===== config.mk =====
export PLATFORM = sky130hd
export DESIGN_NAME = vccc_top
export DESIGN_NICKNAME = d
export VERILOG_FILES = /design/src/core/vccc_pkg.sv /design/src/core/vccc_ctl_check.sv /design/src/core/vccc_preempt_timer.sv /design/src/core/vccc_top.sv
export VERILOG_INCLUDE_DIRS = /design/src /design/src/core
export SDC_FILE = /design/constraint.sdc
export NUM_CORES = 1
export LEC_CHECK = 0
export BUFFER_PORTS_ARGS = -buffer_cell sky130_fd_sc_hd__buf_2
export CAP_MARGIN = 10
export CORE_AREA = 2 2 162 164
export DETAILED_ROUTE_END_ITERATION = 12
export DIE_AREA = 0 0 164 166
export PLACE_DENSITY = 0.46
export SYNTH_ARGS = -nofsm -noshare
export SYNTH_HDL_FRONTEND = slang
export SYNTH_SLANG_ARGS = --single-unit

===== constraint.sdc =====
create_clock -name clk_sys -period 3.5 [get_ports clk_sys]
set_input_delay 0.175 -clock clk_sys [delete_from_list [all_inputs] [get_ports clk_sys]]
set_output_delay 0.175 -clock clk_sys [all_outputs]
set_load 0.01 [all_outputs]

===== src/core/vccc_regs.svh =====
// Purpose: register indices, field positions and reset values of the
//          virtualization control capability bank
// Assumes: indices are model-register numbers, not byte addresses
// Notes:   definitions only
`ifndef VCCC_REGS_SVH
`define VCCC_REGS_SVH

// register indices
`define VCCC_EXIT_CAP_IDX 32'h0000_0483
`define VCCC_ENTRY_CAP_IDX 32'h0000_0484
`define VCCC_MISC_CAP_IDX 32'h0000_0485
`define VCCC_SEC_CAP_IDX 32'h0000_048b
`define VCCC_TEXIT_CAP_IDX 32'h0000_048f
`define VCCC_TENTRY_CAP_IDX 32'h0000_0490
`define VCCC_SMM_BASE_IDX 32'h0000_009e

// reserved-default-one class members of the exit and entry control words
`define VCCC_EXIT_DEF1_MASK 32'h0003_6dff
`define VCCC_ENTRY_DEF1_MASK 32'h0000_11ff

// miscellaneous register field positions
`define VCCC_MISC_RATIO_LSB 0
`define VCCC_MISC_LMA_BIT 5
`define VCCC_MISC_ACT_LSB 6
`define VCCC_MISC_SMBASE_BIT 15
`define VCCC_MISC_CR3_LSB 16
`define VCCC_MISC_LIST_LSB 25
`define VCCC_MISC_SMMMON_BIT 28
`define VCCC_MISC_VMW_BIT 29
`define VCCC_MISC_MONITOR_SEGMENT_LSB 32

// reset values
`define VCCC_RD_DATA_RST 64'h0000_0000_0000_0000
`define VCCC_TIMER_RST 32'h0000_0000

`endif


===== src/core/vccc_pkg.sv =====
// Purpose: shared types of the capability bank
// Assumes: nothing beyond the register header
// Notes:   types only; constants live in vccc_regs.svh
package vccc_pkg;

    // guest activity states a vm entry may establish
    typedef enum logic [1:0] {
        VCCC_ACT_ACTIVE,
        VCCC_ACT_HALT,
        VCCC_ACT_SHUTDOWN,
        VCCC_ACT_WAIT_STARTUP_INTERPROCESSOR_IRQ
    } vccc_activity_t;

    // control words presented with a vm entry request
    typedef struct packed {
        logic act_sec;
        logic [31:0] sec_ctl;
        logic [31:0] exit_ctl;
        logic [31:0] entry_ctl;
        vccc_activity_t activity;
    } vccc_entry_req_t;

    // reasons for a failed vm entry
    typedef struct packed {
        logic sec;
        logic exits;
        logic entries;
        logic act;
    } vccc_fail_t;

endpackage : vccc_pkg


===== src/core/vccc_ctl_check.sv =====
// Purpose: checks one control word against its 64-bit capability report
// Assumes: low half = allowed-0 mask, high half = allowed-1 mask
// Notes:   purely combinational; the caller registers the result
`timescale 1ns/1ps
module vccc_ctl_check #(
    parameter int W = 32
) (
    input wire logic [W-1:0] ctl, // control word under test
    input wire logic [2*W-1:0] cap, // capability report
    input wire logic gate, // check applies when high
    output logic fail // word violates report
);
    logic [W-1:0] bad;

    // per bit: a 1 that is not allowed, or a 0 that is forbidden
    for (genvar i = 0; i < W; i++) begin : g_bit
        assign bad[i] = (ctl[i] & ~cap[W+i]) | (~ctl[i] & cap[i]);
    end

    assign fail = gate & (|bad);
endmodule : vccc_ctl_check


===== src/core/vccc_preempt_timer.sv =====
// Purpose: preemption countdown clocked by a timestamp counter bit
// Assumes: tsc_inc marks the cycle in which tsc_val shows a new count
// Notes:   a bit flip without tsc_inc (a software write) never counts
`timescale 1ns/1ps
`include "vccc_regs.svh"
module vccc_preempt_timer #(
    parameter int W = 32
) (
    input wire logic clk_sys, // core clock
    input wire logic rst_n, // synchronous reset, active low
    input wire logic load, // load a new count
    input wire logic [W-1:0] load_val, // count to load
    input wire logic run, // timer active
    input wire logic tsc_inc, // timestamp counter incremented
    input wire logic [63:0] tsc_val, // timestamp counter value
    input wire logic [4:0] ratio, // selected counter bit
    output logic [W-1:0] count_r, // current count
    output logic expired_r // pulse when count reaches zero
);
    logic tap_r;
    logic tick;

    assign tick = run & tsc_inc & (tsc_val[ratio] != tap_r);

    // remember the selected bit to see it toggle
    always_ff @(posedge clk_sys) begin
        if (!rst_n) begin
            tap_r <= 1'b0;
        end else begin
            tap_r <= tsc_val[ratio];
        end
    end

    // count down one per toggle; load wins over a tick
    always_ff @(posedge clk_sys) begin
        if (!rst_n) begin
            count_r <= W'(`VCCC_TIMER_RST);
            expired_r <= 1'b0;
        end else begin
            expired_r <= 1'b0;
            if (load) begin
                count_r <= load_val;
            end else if (tick && count_r != '0) begin
                count_r <= count_r - W'(1);
                expired_r <= (count_r == W'(1));
            end
        end
    end
endmodule : vccc_preempt_timer


===== src/core/vccc_top.sv =====
// Purpose: capability registers of the virtualization extension and the
//          vm entry checks that apply them
// Assumes: all inputs synchronous to clk_sys; requests are one-cycle pulses
// Notes:   capabilities are fixed by parameters; writes never alter them
`timescale 1ns/1ps
`include "vccc_regs.svh"

// Operation
// secondary report low half reads zero
// secondary 1 needs allowed-1 bit when activated
// secondary register exists only if primary allows
// legacy exit report forces default-one bits
// exit control 0 fails if allowed-0 set
// basic bit 55 clear: default-one exits 1
// true exit register only when bit 55 set
// exit control 1 needs allowed-1 bit
// legacy entry report forces default-one bits
// basic bit 55 clear: default-one entries 1
// entry controls checked against both halves
// one entry report applies, chosen by bit 55
// timer decrements on selected counter bit toggle
// exit copies long mode flag when enabled
// unsupported activity state fails the entry
// smm base readable in smm when allowed
// cr3 target count 0 to 256 encoded
// software keeps lists within recommended maximum
// monitor control bit 2 gates smi unblock
// field writes to exit info need bit 29
// monitor segment revision in upper half
// reserved miscellaneous bits read zero
// default-one class relaxed only under bit 55
// capability registers are read-only constants
module vccc_top #(
    parameter bit BASIC_TRUE_CTLS = 1'b1, // basic capability bit 55
    parameter bit PRIM_SEC_OK = 1'b1, // primary report bit 63
    parameter logic [31:0] SEC_ALLOWED1 = 32'h0000_00ff,
    parameter logic [31:0] EXIT_ALLOWED0 = 32'h0000_0000,
    parameter logic [31:0] EXIT_TRUE_ALLOWED0 = 32'h0000_0000,
    parameter logic [31:0] EXIT_ALLOWED1 = 32'h003f_ffff,
    parameter logic [31:0] ENTRY_ALLOWED0 = 32'h0000_0000,
    parameter logic [31:0] ENTRY_TRUE_ALLOWED0 = 32'h0000_0000,
    parameter logic [31:0] ENTRY_ALLOWED1 = 32'h0000_ffff,
    parameter logic [4:0] TIMER_RATIO = 5'h05,
    parameter bit LMA_STORE = 1'b1,
    parameter bit UNRESTRICTED = 1'b1,
    parameter logic [2:0] ACT_SUPPORT = 3'h7,
    parameter bit SMBASE_READ = 1'b1,
    parameter int CR3_TARGETS = 4,
    parameter logic [2:0] LIST_N = 3'h0,
    parameter bit SMM_MON_BIT2 = 1'b1,
    parameter bit CONTROL_FIELD_WRITE_INSTR_ALL = 1'b1,
    parameter logic [31:0] MONITOR_SEGMENT_REV = 32'h0000_0001 // arbitrary value
) (
    input wire logic clk_sys, // core clock, 40 mhz
    input wire logic rst_n, // synchronous reset, active low
    input wire logic rd_req, // register read request
    input wire logic wr_req, // register write attempt
    input wire logic [31:0] rd_index, // register index of request
    input wire logic in_smm, // processor is in system management mode
    input wire logic [63:0] smbase_val, // smm base register value
    output logic [63:0] rd_data_r, // read data
    output logic rd_ack_r, // read or write answered
    output logic rd_fault_r, // request refused
    input wire logic entry_req, // vm entry check request
    input wire vccc_pkg::vccc_entry_req_t entry_in, // controls to check
    output logic entry_done_r, // check finished
    output logic entry_fail_r, // entry refused
    output vccc_pkg::vccc_fail_t fail_why_r, // reasons for refusal
    input wire logic tmr_load, // load preemption timer
    input wire logic [31:0] tmr_val, // value to load
    input wire logic tmr_run, // timer active
    input wire logic tsc_inc, // timestamp counter incremented
    input wire logic [63:0] tsc_val, // timestamp counter value
    output logic [31:0] tmr_count_r, // timer count
    output logic tmr_expired_r, // timer reached zero
    input wire logic vm_exit, // vm exit in progress
    input wire logic long_mode_active_flag, // long mode active
    output logic lmg_ctl_r, // long-mode-guest entry control
    input wire logic smm_mon_wr, // write smm monitor control bit 2
    input wire logic smm_mon_wbit, // value for bit 2
    output logic smm_mon_bit2_r, // smm monitor control bit 2
    input wire logic virt_leave_instr, // leaving virtualization
    output logic smi_unblock_r, // pulse: smis unblocked
    input wire logic fw_req, // control field write request
    input wire logic fw_exit_info, // target is an exit-information field
    output logic fw_refuse_r // field write refused
);
    logic [63:0] sec_cap, exit_cap, texit_cap, entry_cap, tentry_cap;
    logic [63:0] misc_cap, exit_use, entry_use;
    logic [8:0] cr3_enc;
    logic sec_bad, exit_bad, entry_bad, act_bad;

    // cr3 target count saturates at 256 so bit 24 is set only alone
    assign cr3_enc = (CR3_TARGETS >= 256) ? 9'h100
                   : 9'(CR3_TARGETS);

    // fixed capability words; no storage, so writes cannot reach them
    assign sec_cap = {SEC_ALLOWED1, 32'h0000_0000}; // see
    assign exit_cap = {EXIT_ALLOWED1,
                       EXIT_ALLOWED0 | `VCCC_EXIT_DEF1_MASK};
    assign texit_cap = {EXIT_ALLOWED1, EXIT_TRUE_ALLOWED0};
    assign entry_cap = {ENTRY_ALLOWED1,
                        ENTRY_ALLOWED0 | `VCCC_ENTRY_DEF1_MASK};
    assign tentry_cap = {ENTRY_ALLOWED1, ENTRY_TRUE_ALLOWED0};
    assign misc_cap = {MONITOR_SEGMENT_REV, 2'h0, CONTROL_FIELD_WRITE_INSTR_ALL, SMM_MON_BIT2, LIST_N,
                       cr3_enc, SMBASE_READ, 6'h00, ACT_SUPPORT,
                       LMA_STORE | UNRESTRICTED, TIMER_RATIO};
    // see see

    // bit 55 picks which report governs the default-one class
    assign exit_use = BASIC_TRUE_CTLS ? texit_cap : exit_cap;
    assign entry_use = BASIC_TRUE_CTLS ? tentry_cap : entry_cap;
    // see see

    vccc_ctl_check #(.W(32)) u_sec_chk (
        .ctl(entry_in.sec_ctl),
        .cap(sec_cap),
        .gate(entry_in.act_sec & PRIM_SEC_OK),
        .fail(sec_bad)
    );

    vccc_ctl_check #(.W(32)) u_exit_chk (
        .ctl(entry_in.exit_ctl),
        .cap(exit_use), // see
        .gate(1'b1),
        .fail(exit_bad)
    );

    vccc_ctl_check #(.W(32)) u_entry_chk (
        .ctl(entry_in.entry_ctl),
        .cap(entry_use),
        .gate(1'b1),
        .fail(entry_bad)
    );

    // state 0 is always accepted; others need their support bit
    always_comb begin
        unique case (entry_in.activity)
            vccc_pkg::VCCC_ACT_ACTIVE: act_bad = 1'b0;
            vccc_pkg::VCCC_ACT_HALT: act_bad = ~ACT_SUPPORT[0];
            vccc_pkg::VCCC_ACT_SHUTDOWN: act_bad = ~ACT_SUPPORT[1];
            vccc_pkg::VCCC_ACT_WAIT_STARTUP_INTERPROCESSOR_IRQ: act_bad = ~ACT_SUPPORT[2];
        endcase
    end

    // entry verdict answers one cycle after the request
    always_ff @(posedge clk_sys) begin
        if (!rst_n) begin
            entry_done_r <= 1'b0;
            entry_fail_r <= 1'b0;
            fail_why_r <= '0;
        end else begin
            entry_done_r <= entry_req;
            if (entry_req) begin
                fail_why_r <= '{sec: sec_bad, exits: exit_bad,
                                entries: entry_bad, act: act_bad};
                entry_fail_r <= sec_bad | exit_bad | entry_bad | act_bad;
            end
        end
    end

    // register reads; absent registers and all writes are refused
    always_ff @(posedge clk_sys) begin
        if (!rst_n) begin
            rd_data_r <= `VCCC_RD_DATA_RST;
            rd_ack_r <= 1'b0;
            rd_fault_r <= 1'b0;
        end else begin
            rd_ack_r <= rd_req | wr_req;
            rd_fault_r <= 1'b0;
            rd_data_r <= `VCCC_RD_DATA_RST;
            if (wr_req) begin
                rd_fault_r <= 1'b1;
            end else if (rd_req) begin
                unique case (rd_index)
                    `VCCC_EXIT_CAP_IDX: rd_data_r <= exit_cap;
                    `VCCC_ENTRY_CAP_IDX: rd_data_r <= entry_cap;
                    `VCCC_MISC_CAP_IDX: rd_data_r <= misc_cap;
                    `VCCC_SEC_CAP_IDX: begin
                        if (PRIM_SEC_OK) rd_data_r <= sec_cap;
                        else rd_fault_r <= 1'b1;
                    end
                    `VCCC_TEXIT_CAP_IDX: begin
                        if (BASIC_TRUE_CTLS) rd_data_r <= texit_cap;
                        else rd_fault_r <= 1'b1;
                    end
                    `VCCC_TENTRY_CAP_IDX: begin
                        if (BASIC_TRUE_CTLS) rd_data_r <= tentry_cap;
                        else rd_fault_r <= 1'b1;
                    end
                    `VCCC_SMM_BASE_IDX: begin
                        if (in_smm && SMBASE_READ) rd_data_r <= smbase_val;
                        else rd_fault_r <= 1'b1;
                    end
                    default: rd_fault_r <= 1'b1;
                endcase
            end
        end
    end

    vccc_preempt_timer #(.W(32)) u_timer (
        .clk_sys(clk_sys),
        .rst_n(rst_n),
        .load(tmr_load),
        .load_val(tmr_val),
        .run(tmr_run),
        .tsc_inc(tsc_inc),
        .tsc_val(tsc_val),
        .ratio(TIMER_RATIO),
        .count_r(tmr_count_r),
        .expired_r(tmr_expired_r)
    );

    // exit copies the long mode flag only when the report says so
    always_ff @(posedge clk_sys) begin
        if (!rst_n) begin
            lmg_ctl_r <= 1'b0;
        end else if (vm_exit && misc_cap[`VCCC_MISC_LMA_BIT]) begin
            lmg_ctl_r <= long_mode_active_flag;
        end
    end

    // monitor bit 2 sticks at 0 where unsupported; it keeps smis blocked
    always_ff @(posedge clk_sys) begin
        if (!rst_n) begin
            smm_mon_bit2_r <= 1'b0;
            smi_unblock_r <= 1'b0;
        end else begin
            if (smm_mon_wr) begin
                smm_mon_bit2_r <= smm_mon_wbit & SMM_MON_BIT2;
            end
            smi_unblock_r <= virt_leave_instr & ~smm_mon_bit2_r;
        end
    end

    // exit-information fields are read-only unless bit 29 is set
    always_ff @(posedge clk_sys) begin
        if (!rst_n) begin
            fw_refuse_r <= 1'b0;
        end else begin
            fw_refuse_r <= fw_req & fw_exit_info & ~CONTROL_FIELD_WRITE_INSTR_ALL;
        end
    end
endmodule : vccc_top


==> results of run 1 <==
repair_timing:
item / 4_1_cts / 5_1_grt
endpoints found under the hold margin: 7 / 0
endpoints found under the setup margin: 0 / 0
hold buffers: 7 / 0
cell usage after synthesis (3+ instances only):
cell type / count
o21ai_0: 40
nand2_1: 50
or3_1: 8
nor4b_1: 3
nor2_1: 27
clkbuf_1: 23
nand2b_1: 4
buf_4: 4
or4_1: 11
o31ai_1: 8
nor4_1: 29
nor3b_1: 6
nand3_1: 17
mux2_2: 3
and3_1: 5
a21oi_1: 14
xnor2_1: 3
and2_1: 25
inv_1: 5
a32oi_1: 3
o41ai_1: 3
dfxtp_1: 108
mux2i_1: 5
nand4_1: 8
a211oi_1: 36
nor2b_1: 3
or2_2: 3
a31oi_1: 18
nor3_1: 27
metrics by stage:
| stage | instances | total power [mW] | hold WS [ps] | util [%] | instance area (um^2) |
|---|---|---|---|---|---|
| after floorplan | 543 | 1.52 | 271 | - | 4770 |
| after global placement | 1160 | 1.72 | 374 | 25.9 | 6640 |
| after detailed placement | 1160 | 1.72 | 377 | 25.9 | 6640 |
| after CTS | 1183 | 2.84 | 0.925 | 27.4 | 7020 |
| after global routing | 1184 | 2.93 | 0.354 | 27.4 | 7020 |
| final | 1185 | 2.78 | 22.8 | 27.4 | 7020 |
layer usage:
metal | track usage [%] | up-vias
li1 | - | 2641
met1 | 16.2 | 2401
met2 | 22.3 | 184
met3 | 4.37 | 20
met4 | 3.85 | 2
met5 | 0 | -
critical path: stages (launching register included):
cell	delay, ps
dfxtp_1	360
inv_1	110
ha_1	220
nor3b_1	470
nand4_2	270
o31ai_4	500
buf_4	320
o21ai_0	110
nor3b_1	140
where the power goes:
group | leakage [nW] | switching, mW | internal (mW)
combinational | 2.01 | 0.204 | 0.187
clock | 0.141 | 0.517 | 0.567
sequential | 0.881 | 0.0447 | 1.26
path summary, 6_finish.rpt:
kind / startpoint / end / slack, ps
setup / recovery: u_timer.count_r[1] / u_timer.count_r[12] / 870
setup reg to reg: u_timer.count_r[1] / u_timer.count_r[12] / 870
hold reg to reg: smm_mon_bit2_r / smi_unblock_r / 450
hold / removal: smbase_val[61] / rd_data_r[61] / 20
cell type report:
| class | instances | area share (%) |
|---|---|---|
| Antenna cell | 2 | 0.0713 |
| Clock buffer | 9 | 3.21 |
| Clock inverter | 7 | 1.16 |
| Inverter | 6 | 0.321 |
| Multi-Input combinational cell | 396 | 34.5 |
| Sequential cell | 108 | 30.8 |
| Tap cell | 335 | 5.97 |
| Timing Repair Buffer | 322 | 24.0 |
kinds of logic after synthesis:
family                     share of synthesized area (%)
and+or+nand+nor                                     28.2
muxes                                               1.76
AOI/OAI and AO/OA                                   19.3
other                                             0.0786
xor gates and xnor gates                           0.734
adders and majority gates                          0.524
DFF                                                 45.3
buffers and inverters                               4.17
==> impl_metrics.tcl, run 1 <==
set metrics [dict create \
    h-tree-depth 3 \
    wl_per_cell_um 15.4 \
    cts_resized 0 \
    synthArstFlopShare_pct 0 \
    drc 0 \
    via_count 5248 \
    clk_pin_slew_worst_paths_ps 70 \
    layout_common_cells "buf_2 (300), dfxtp_1 (108), nand2_1 (50)" \
    fmax_mhz 380 \
    synth_seq_cells 108 \
    hp-class "in -> reg" \
    clk_latency_ps 350 \
    wirelength_um 18200 \
    worst_pin_slew_ps 858 \
    wl_met1_um 7630 \
    dp_hpwl_um 14100 \
    required_ps 3730 \
    synth_cells 542 \
    die_w_um 164 \
    vdd_drop_max_v 0.000157 \
    met3_length_um 1510 \
    synth_area_per_cell_um2 8.80 \
    place_ws_ps 862 \
    globalRouteOverflowTotal 0 \
    synth_edf_count 0 \
    grt_usage_pct 13.3 \
    fp.coreArea_um2 25600 \
    cts_setup_buffers 0 \
    post-route-period-util_pct 75.2 \
    syn_to_final_growth_pct 47.2 \
    cp-start-kind "flop" \
    slew_headroom_pct 42.0 \
    ys.flop_type "dfxtp_1" \
    cellLeakagePower_nw 3.03 \
    arrival_ps 2860 \
    tritoncts "yes" \
    viasPerCell 4.43 \
    largest_register "rd_data_r" \
    skew_ps 10.6 \
    port_buffers 300 \
    yosys-top-cells-area "dfxtp_1 (45%), a211oi_1 (5.7%), o21ai_0 (4.2%), nand2_1 (3.9%), nor4_1 (3.8%)" \
    detail-route-antenna-nets 0 \
    antenna_found_initial 4 \
    layout-drive-gt1-share_pct 41.4 \
    period_minus_slack_ps 2630 \
    yosysTopAreaCellShare_pct 45.3 \
    end_kind "flop" \
    numCtsBuffers 9 \
    grt_start_max_net_pins 30 \
    multi_input_area_um2 2420 \
    yosysWarnings 0 \
    grt_pass1_vias 5118 \
    nets 1152 \
    std_cell_rows 59 \
    crit_type "reg -> reg" \
    top_layer "met5" \
    rsz0062_at_grt "no" \
    rr_worst_depth 8 \
    tns_ps 0 \
    reg.largest.list "rd_data_r: 64 flops, u_timer.count_r: 32 flops, fail_why_r: 3 flops" \
    ioPinCount 416 \
    drt_iter0_drc 239 \
    final_common_cell "buf_2" \
    largest_register_ffs 64 \
    powerDensity_nw_per_um2 396 \
    synth_cell_types 62 \
    holdPathStages 2 \
    clockBufferDepth 2 \
    hold_viol_final 0 \
    setup_viol 0 \
    fillers 2801 \
    die_y_um 166 \
    yosysTopAreaCell "dfxtp_1" \
    status "completed" \
    clock-sinks 108 \
    start_util_pct 18.6 \
    maxCapViolCount 0 \
    regArea_um2 2160 \
    syn_area_um2 4770 \
    die_area_um2 27200 \
    grt_pass1_wl_um 28400 \
    wl_met2_um 8830 \
    root_buffer "clkbuf_16" \
    ys_seq_area_share_pct 45.3 \
    globalplace.congestion 0.739 \
    worstPathMaxFanout 22 \
    setup_ws_ps 870 \
    maxSlewViolCount 0 \
    firstDrtPassIters 4 \
]
Note: power is estimated with default switching activity, not from simulation.
==> run 2: changes to the inputs <==
Settings changed: CORE_AREA 2 2 162 164 to 2 2 163 165, DIE_AREA 0 0 164 166 to 0 0 165 167, PLACE_DENSITY 0.46 to 0.47.
Clock period 3.5 ns to 2.3 ns, I/O delays scaled along.
==> impl_metrics.tcl, run 2 (synthesized netlist as in run 1, its figures left out) <==
set metrics [dict create \
    fp.coreArea_um2 25800 \
    powerDensity_nw_per_um2 575 \
    tns_ps 0 \
    die_w_um 165 \
    final_common_cell "buf_2" \
    arrival_ps 2490 \
    end_kind "flop" \
    hp-class "in -> reg" \
    cp-startpoint "u_timer.count_r[16]" \
    wl_per_cell_um 15.1 \
    root_buffer "clkbuf_16" \
    cellLeakagePower_nw 3.41 \
    die_y_um 167 \
    worstPathCellList "or4_4, or3_4, o31ai_4, buf_4, nor4_1, o311a_1" \
    std_cell_rows 59 \
    cts_setup_buffers 0 \
    globalplace.congestion 0.787 \
    maxCapViolCount 0 \
    crit_type "reg -> reg" \
    critPathSlowestCell "or4_4" \
    timing.rr.end "u_timer.count_r[23]" \
    viasPerCell 4.41 \
    h-tree-depth 3 \
    skew_ps 16.1 \
    layout-drive-gt1-share_pct 41.4 \
    rsz0062_at_grt "yes" \
    ioPinCount 416 \
    pwr-share-seq_pct 44.1 \
    instances_no_fill 1260 \
    fillers 2797 \
    largest_register_ffs 64 \
    numCtsBuffers 9 \
    cp_num_buf_inv 1 \
    reg.largest.list "rd_data_r: 64 flops, u_timer.count_r: 32 flops, fail_why_r: 3 flops" \
    required_ps 2550 \
    slew_headroom_pct 66.3 \
    grt_pass1_wl_um 29100 \
    clk_latency_ps 360 \
    dp_hpwl_um 14400 \
    p_sw_mw 1.20 \
    syn_to_final_growth_pct 63.4 \
    rrSetupSlack_ps 60 \
    hold_viol_final 0 \
    setup_viol 0 \
    via_count 5558 \
    tritoncts "yes" \
    clk_pin_slew_worst_paths_ps 90 \
    max_stage_delay_ps 580 \
    drt_iter0_drc 259 \
    drc 0 \
    clock-sinks 108 \
    nets 1227 \
    worstPathMaxFanout 12 \
    grt_pass1_vias 5390 \
    globalRouteOverflowTotal 0 \
    grt_usage_pct 13.5 \
    grt_start_max_net_pins 55 \
    p_int_mw 3.28 \
    maxSlewViolCount 0 \
    fmax_mhz 447 \
    path_depth 6 \
    wirelength_um 19000 \
    status "completed" \
    clockPowerShare_pct 39.6 \
    swShare_pct 26.9 \
    die_area_um2 27600 \
    layout_common_cells "buf_2 (300), dfxtp_1 (108), dlygate4sd3_1 (54)" \
    cp-start-kind "flop" \
    antenna_found_initial 3 \
    combinationalPowerShare_pct 16.4 \
    period_minus_slack_ps 2240 \
    crit_end "u_timer.count_r[23]" \
    firstDrtPassIters 4 \
    start_util_pct 18.5 \
    worst_pin_slew_ps 501 \
    detail-route-antenna-nets 0 \
    reg2reg_from "u_timer.count_r[16]" \
    largest_register "rd_data_r" \
    place_inst 1188 \
    post-route-period-util_pct 97.3 \
    port_buffers 300 \
    clockBufferDepth 2 \
    rr_worst_depth 6 \
    vdd_drop_max_v 0.000369 \
    cp_top_family "simple AND/OR/NAND/NOR gates" \
]
==> run 2: changes by cell type in the layout (fill, tap and decap cells not counted), sizes merged <==
cell         change
buf             +28
bufinv           +1
clkinvlp         -1
dlygate4sd3     +47
==> run 2: power by group through the flow <==
stage	Clock [mW]	Combinational, mW	Sequential (mW)
after floorplan	0	0.267	2.04
after global placement	0	0.653	2.02
after detailed placement	0	0.657	2.02
after CTS	1.84	0.734	1.97
after global routing	1.91	0.811	1.98
final	1.77	0.733	1.97
==> run 2: final cells by class <==
type,instances,area (um^2),area share [%]
Antenna cell,2,5.00,0.0642
Clock buffer,9,225,2.89
Clock inverter,7,106,1.36
Inverter,6,22.5,0.289
Multi-Input combinational cell,396,2440,31.3
Sequential cell,108,2160,27.7
Tap cell,335,419,5.38
Timing Repair Buffer,397,2410,31.0
==> run 2: repair_timing <==
action | 4_1_cts | 5_1_grt
gates resized for setup | 0 | 4
endpoints found under the setup margin | 0 | 8
hold buffers | 54 | 0
hold endpoints to repair | 53 | 0
==> run 2: through the flow <==
stage	setup slack (ps)	area (um^2)	hold slack [ps]	utilization [%]	power [mW]
final	61.4	7800	13.0	30.3	4.48
after global routing	-25.5	7800	24.9	30.3	4.70
after CTS	26.7	7770	1.34	30.2	4.55
after detailed placement	57.3	6900	317	26.8	2.67
after global placement	67.7	6900	315	26.8	2.67
after floorplan	55.3	4770	211	-	2.31
==> run 2: metal layers <==
layer	wire length (um)	vias to the layer above	track usage (%)
li1	-	2785	-
met4	340	2	4.88
met3	1270	21	3.41
met1	8170	2564	16.2
met5	12	-	0
met2	9170	186	23.1
==> run 2: worst register-to-register path, cell delays in order, from the launching register on <==
cell	delay [ps]
dfxtp_1	320
or4_4	580
or3_4	370
o31ai_4	270
buf_4	220
nor4_1	70
o311a_1	320
==> run 2: worst min-delay path by stage <==
stage / from / end / slack [ps] / depth (start not counted)
floorplan: entry_req / fail_why_r[2] / 210 / 1
global placement: smbase_val[27] / rd_data_r[27] / 310 / 2
detailed placement: smbase_val[23] / rd_data_r[23] / 320 / 2
CTS: smbase_val[11] / rd_data_r[11] / 1 / 3
global route: smbase_val[16] / rd_data_r[16] / 20 / 3
finish: smbase_val[11] / rd_data_r[11] / 10 / 3
==> run 3: changes to the inputs <==
Settings changed: CORE_AREA 2 2 163 165 to 2 2 161 163, DIE_AREA 0 0 165 167 to 0 0 163 165, PLACE_DENSITY 0.47 to 0.55, SYNTH_HIERARCHICAL set to 1.
==> impl_metrics.tcl, run 3 <==
set metrics [dict create \
    worstPathMaxFanout 8 \
    syn_to_final_growth_pct 67.4 \
    met3_length_um 1470 \
    final_common_cell "buf_2" \
    clk_latency_ps 350 \
    timing.rr.end "u_timer/count_r[20]" \
    clockBufferDepth 2 \
    fillers 2598 \
    worstPathCellList "inv_4, ha_4, or3b_4, nor4_4, a31o_2, or3_4, mux2_4, o31a_1, o311a_1" \
    max_stage_delay_ps 360 \
    pwr-share-seq_pct 41.4 \
    cp_num_buf_inv 1 \
    rrSetupSlack_ps -80 \
    grt_pass1_vias 7511 \
    slew_headroom_pct 52.5 \
    crit_type "reg -> reg" \
    rsz0062_at_grt "yes" \
    syn_area_um2 6360 \
    cp-start-kind "flop" \
    wl_per_cell_um 13.5 \
    p_total_mw 4.73 \
    crit_end "u_timer/count_r[20]" \
    largest_register_ffs 64 \
    yosys-top-cells-area "dfxtp_1 (34%), and2_1 (12%), nor2_1 (6.8%), o22ai_1 (4.7%), nand4_1 (3.7%)" \
    root_buffer "clkbuf_16" \
    globalRouteOverflowTotal 0 \
    cellLeakagePower_nw 5.06 \
    post-route-period-util_pct 103 \
    skew_ps 6.00 \
    synthSimpleGateAreaFrac_pct 36.8 \
    ys.flop_type "dfxtp_1" \
    largest_register "rd_data_r" \
    port_buffers 377 \
    instances_no_fill 1797 \
    fmax_mhz 421 \
    tns_ps -251 \
    top_layer "met4" \
    ioPinCount 416 \
    grt_start_max_net_pins 56 \
    synth_area_per_cell_um2 7.96 \
    synth-xor-area-share_pct 0.551 \
    grt_usage_pct 17.4 \
    status "finished, violations left" \
    tritoncts "yes" \
    yosysWarnings 6 \
    worst_pin_slew_ps 711 \
    h-tree-depth 3 \
    grt_pass1_wl_um 37300 \
    std_cell_rows 58 \
    clk_pin_slew_worst_paths_ps 90 \
    combinationalPowerShare_pct 24.0 \
    period_minus_slack_ps 2380 \
    wl_met2_um 12300 \
    synth_cell_types 63 \
    muxShareOfSynthArea_pct 4.56 \
    yosysMostFrequentCell "and2_1" \
    timing.hold.ws_ps 20.1 \
    wl_met1_um 10300 \
    fp.coreArea_um2 25000 \
    yosysTopAreaCell "dfxtp_1" \
    place_inst 1729 \
    firstDrtPassIters 4 \
    drc 0 \
    hold_viol_final 0 \
    synth-compound-area-share_pct 19.1 \
    die_y_um 165 \
    die_w_um 163 \
    swShare_pct 30.1 \
    vdd_drop_max_v 0.000401 \
    start_util_pct 25.4 \
    synth.top_cells.by_count "and2_1 (119), nor2_1 (115), dfxtp_1 (108)" \
    critPathSlowestCell "dfxtp_4" \
    end_kind "flop" \
    setup_ws_ps -77.1 \
    rr_worst_depth 9 \
    numCtsBuffers 9 \
    layout-drive-gt1-share_pct 34.4 \
    reg2reg_from "u_timer/count_r[0]" \
    place_ws_ps -84.9 \
    yosysTopAreaCellShare_pct 34.0 \
    dp_hpwl_um 19000 \
    synth_seq_cells 108 \
    setup_viol 7 \
    maxCapViolCount 0 \
    maxSlewViolCount 0 \
    die_area_um2 26900 \
    synth_top_family_by_area "simple AND/OR/NAND/NOR gates" \
    powerDensity_nw_per_um2 444 \
    synthArstFlopShare_pct 0 \
    hp-class "in -> reg" \
    nets 1770 \
    required_ps 2550 \
    via_count 7788 \
    violations "setup timing" \
    antenna_found_initial 1 \
    cp_top_family "compound AO/OA/AOI/OAI gates" \
    clock-sinks 108 \
    synth_cells 799 \
    synth_fa_ha_area_share_pct 0.393 \
    p_int_mw 3.31 \
    layout_common_cells "buf_2 (377), conb_1 (212), and2_1 (119)" \
    synth_edf_count 0 \
    p_sw_mw 1.43 \
    path_depth 9 \
    clockPowerShare_pct 34.6 \
    viasPerCell 4.33 \
    wirelength_um 24300 \
    ys_seq_area_share_pct 34.0 \
    reg.largest.list "rd_data_r: 64 flops, u_timer/count_r: 32 flops, fail_why_r: 3 flops" \
    cp-startpoint "u_timer/count_r[0]" \
    detail-route-antenna-nets 0 \
    drt_iter0_drc 267 \
    globalplace.congestion 0.812 \
    arrival_ps 2620 \
]
[run 3: power groups by stage]
stage | sequential [mW] | combinational (mW) | clock (mW)
global route | 1.97 | 1.27 | 1.78
global placement | 2.00 | 1.02 | 0
detailed placement | 2.00 | 1.04 | 0
CTS | 1.96 | 1.12 | 1.70
floorplan | 2.05 | 0.490 | 0
finish | 1.96 | 1.14 | 1.64
[run 3: cells by family (layout without fill, tap and decap cells)]
kind of cell               count (synthesis)  in the layout
buffers and inverters                     56            512
adders and majority gates                  2              2
AOI/OAI and AO/OA                        194            194
xor gates and xnor gates                   4              4
other                                      2            213
DFF                                      108            108
muxes                                     20             21
and+or+nand+nor                          413            413
[run 3: worst min-delay path by stage]
stage                              start       endpoint  slack (ps)  cells after the start
after floorplan                   wr_req       rd_ack_r         230                      1
after global placement    smbase_val[55]  rd_data_r[55]         310                      2
after detailed placement  smbase_val[58]  rd_data_r[58]         320                      2
after CTS                 smbase_val[47]  rd_data_r[47]         0.2                      3
after global routing       smbase_val[2]   rd_data_r[2]           6                      3
final                     smbase_val[44]  rd_data_r[44]          20                      3
[run 3: worst register-to-register path: stages, from the launching register on]
cell and delay [ps]:
dfxtp_4 360, inv_4 40, ha_4 140, or3b_4 240
nor4_4 50, a31o_2 230, or3_4 360, mux2_4 330
o31a_1 250, o311a_1 280
[run 3: repair_timing]
action / 4_1_cts / 5_1_grt
hold buffers: 48 / 0
hold endpoints to repair: 47 / 0
pin swaps: 8 / 10
gates cloned: 1 / 0
endpoints found under the setup margin: 19 / 29
buffers inserted: 2 / 1
resized for setup: 10 / 10
[run 3: layer usage]
layer  up-vias  track usage [%]
met5         -                0
met1      3475             20.7
met3        12             4.95
met4         0             3.14
met2       227             31.5
li1       4074                -
[run 3: cell type report]
| type | count | area [um^2] | area share [%] |
|---|---|---|---|
| multi-input combinational | 846 | 4840 | 45.4 |
| timing repair buffer | 485 | 2870 | 26.9 |
| sequential | 108 | 2180 | 20.4 |
| tap | 330 | 413 | 3.88 |
| clock buffer | 9 | 225 | 2.11 |
| clock inverter | 7 | 86.3 | 0.811 |
| inverter | 11 | 46.3 | 0.435 |
| antenna | 1 | 2.50 | 0.0235 |
[run 3: metrics by stage]
stage / util, % / cell area, um^2
floorplan: - / 7220
global route: 42.5 / 10700
global placement: 38.9 / 9740
detailed placement: 38.9 / 9740
finish: 42.5 / 10700
CTS: 42.3 / 10600
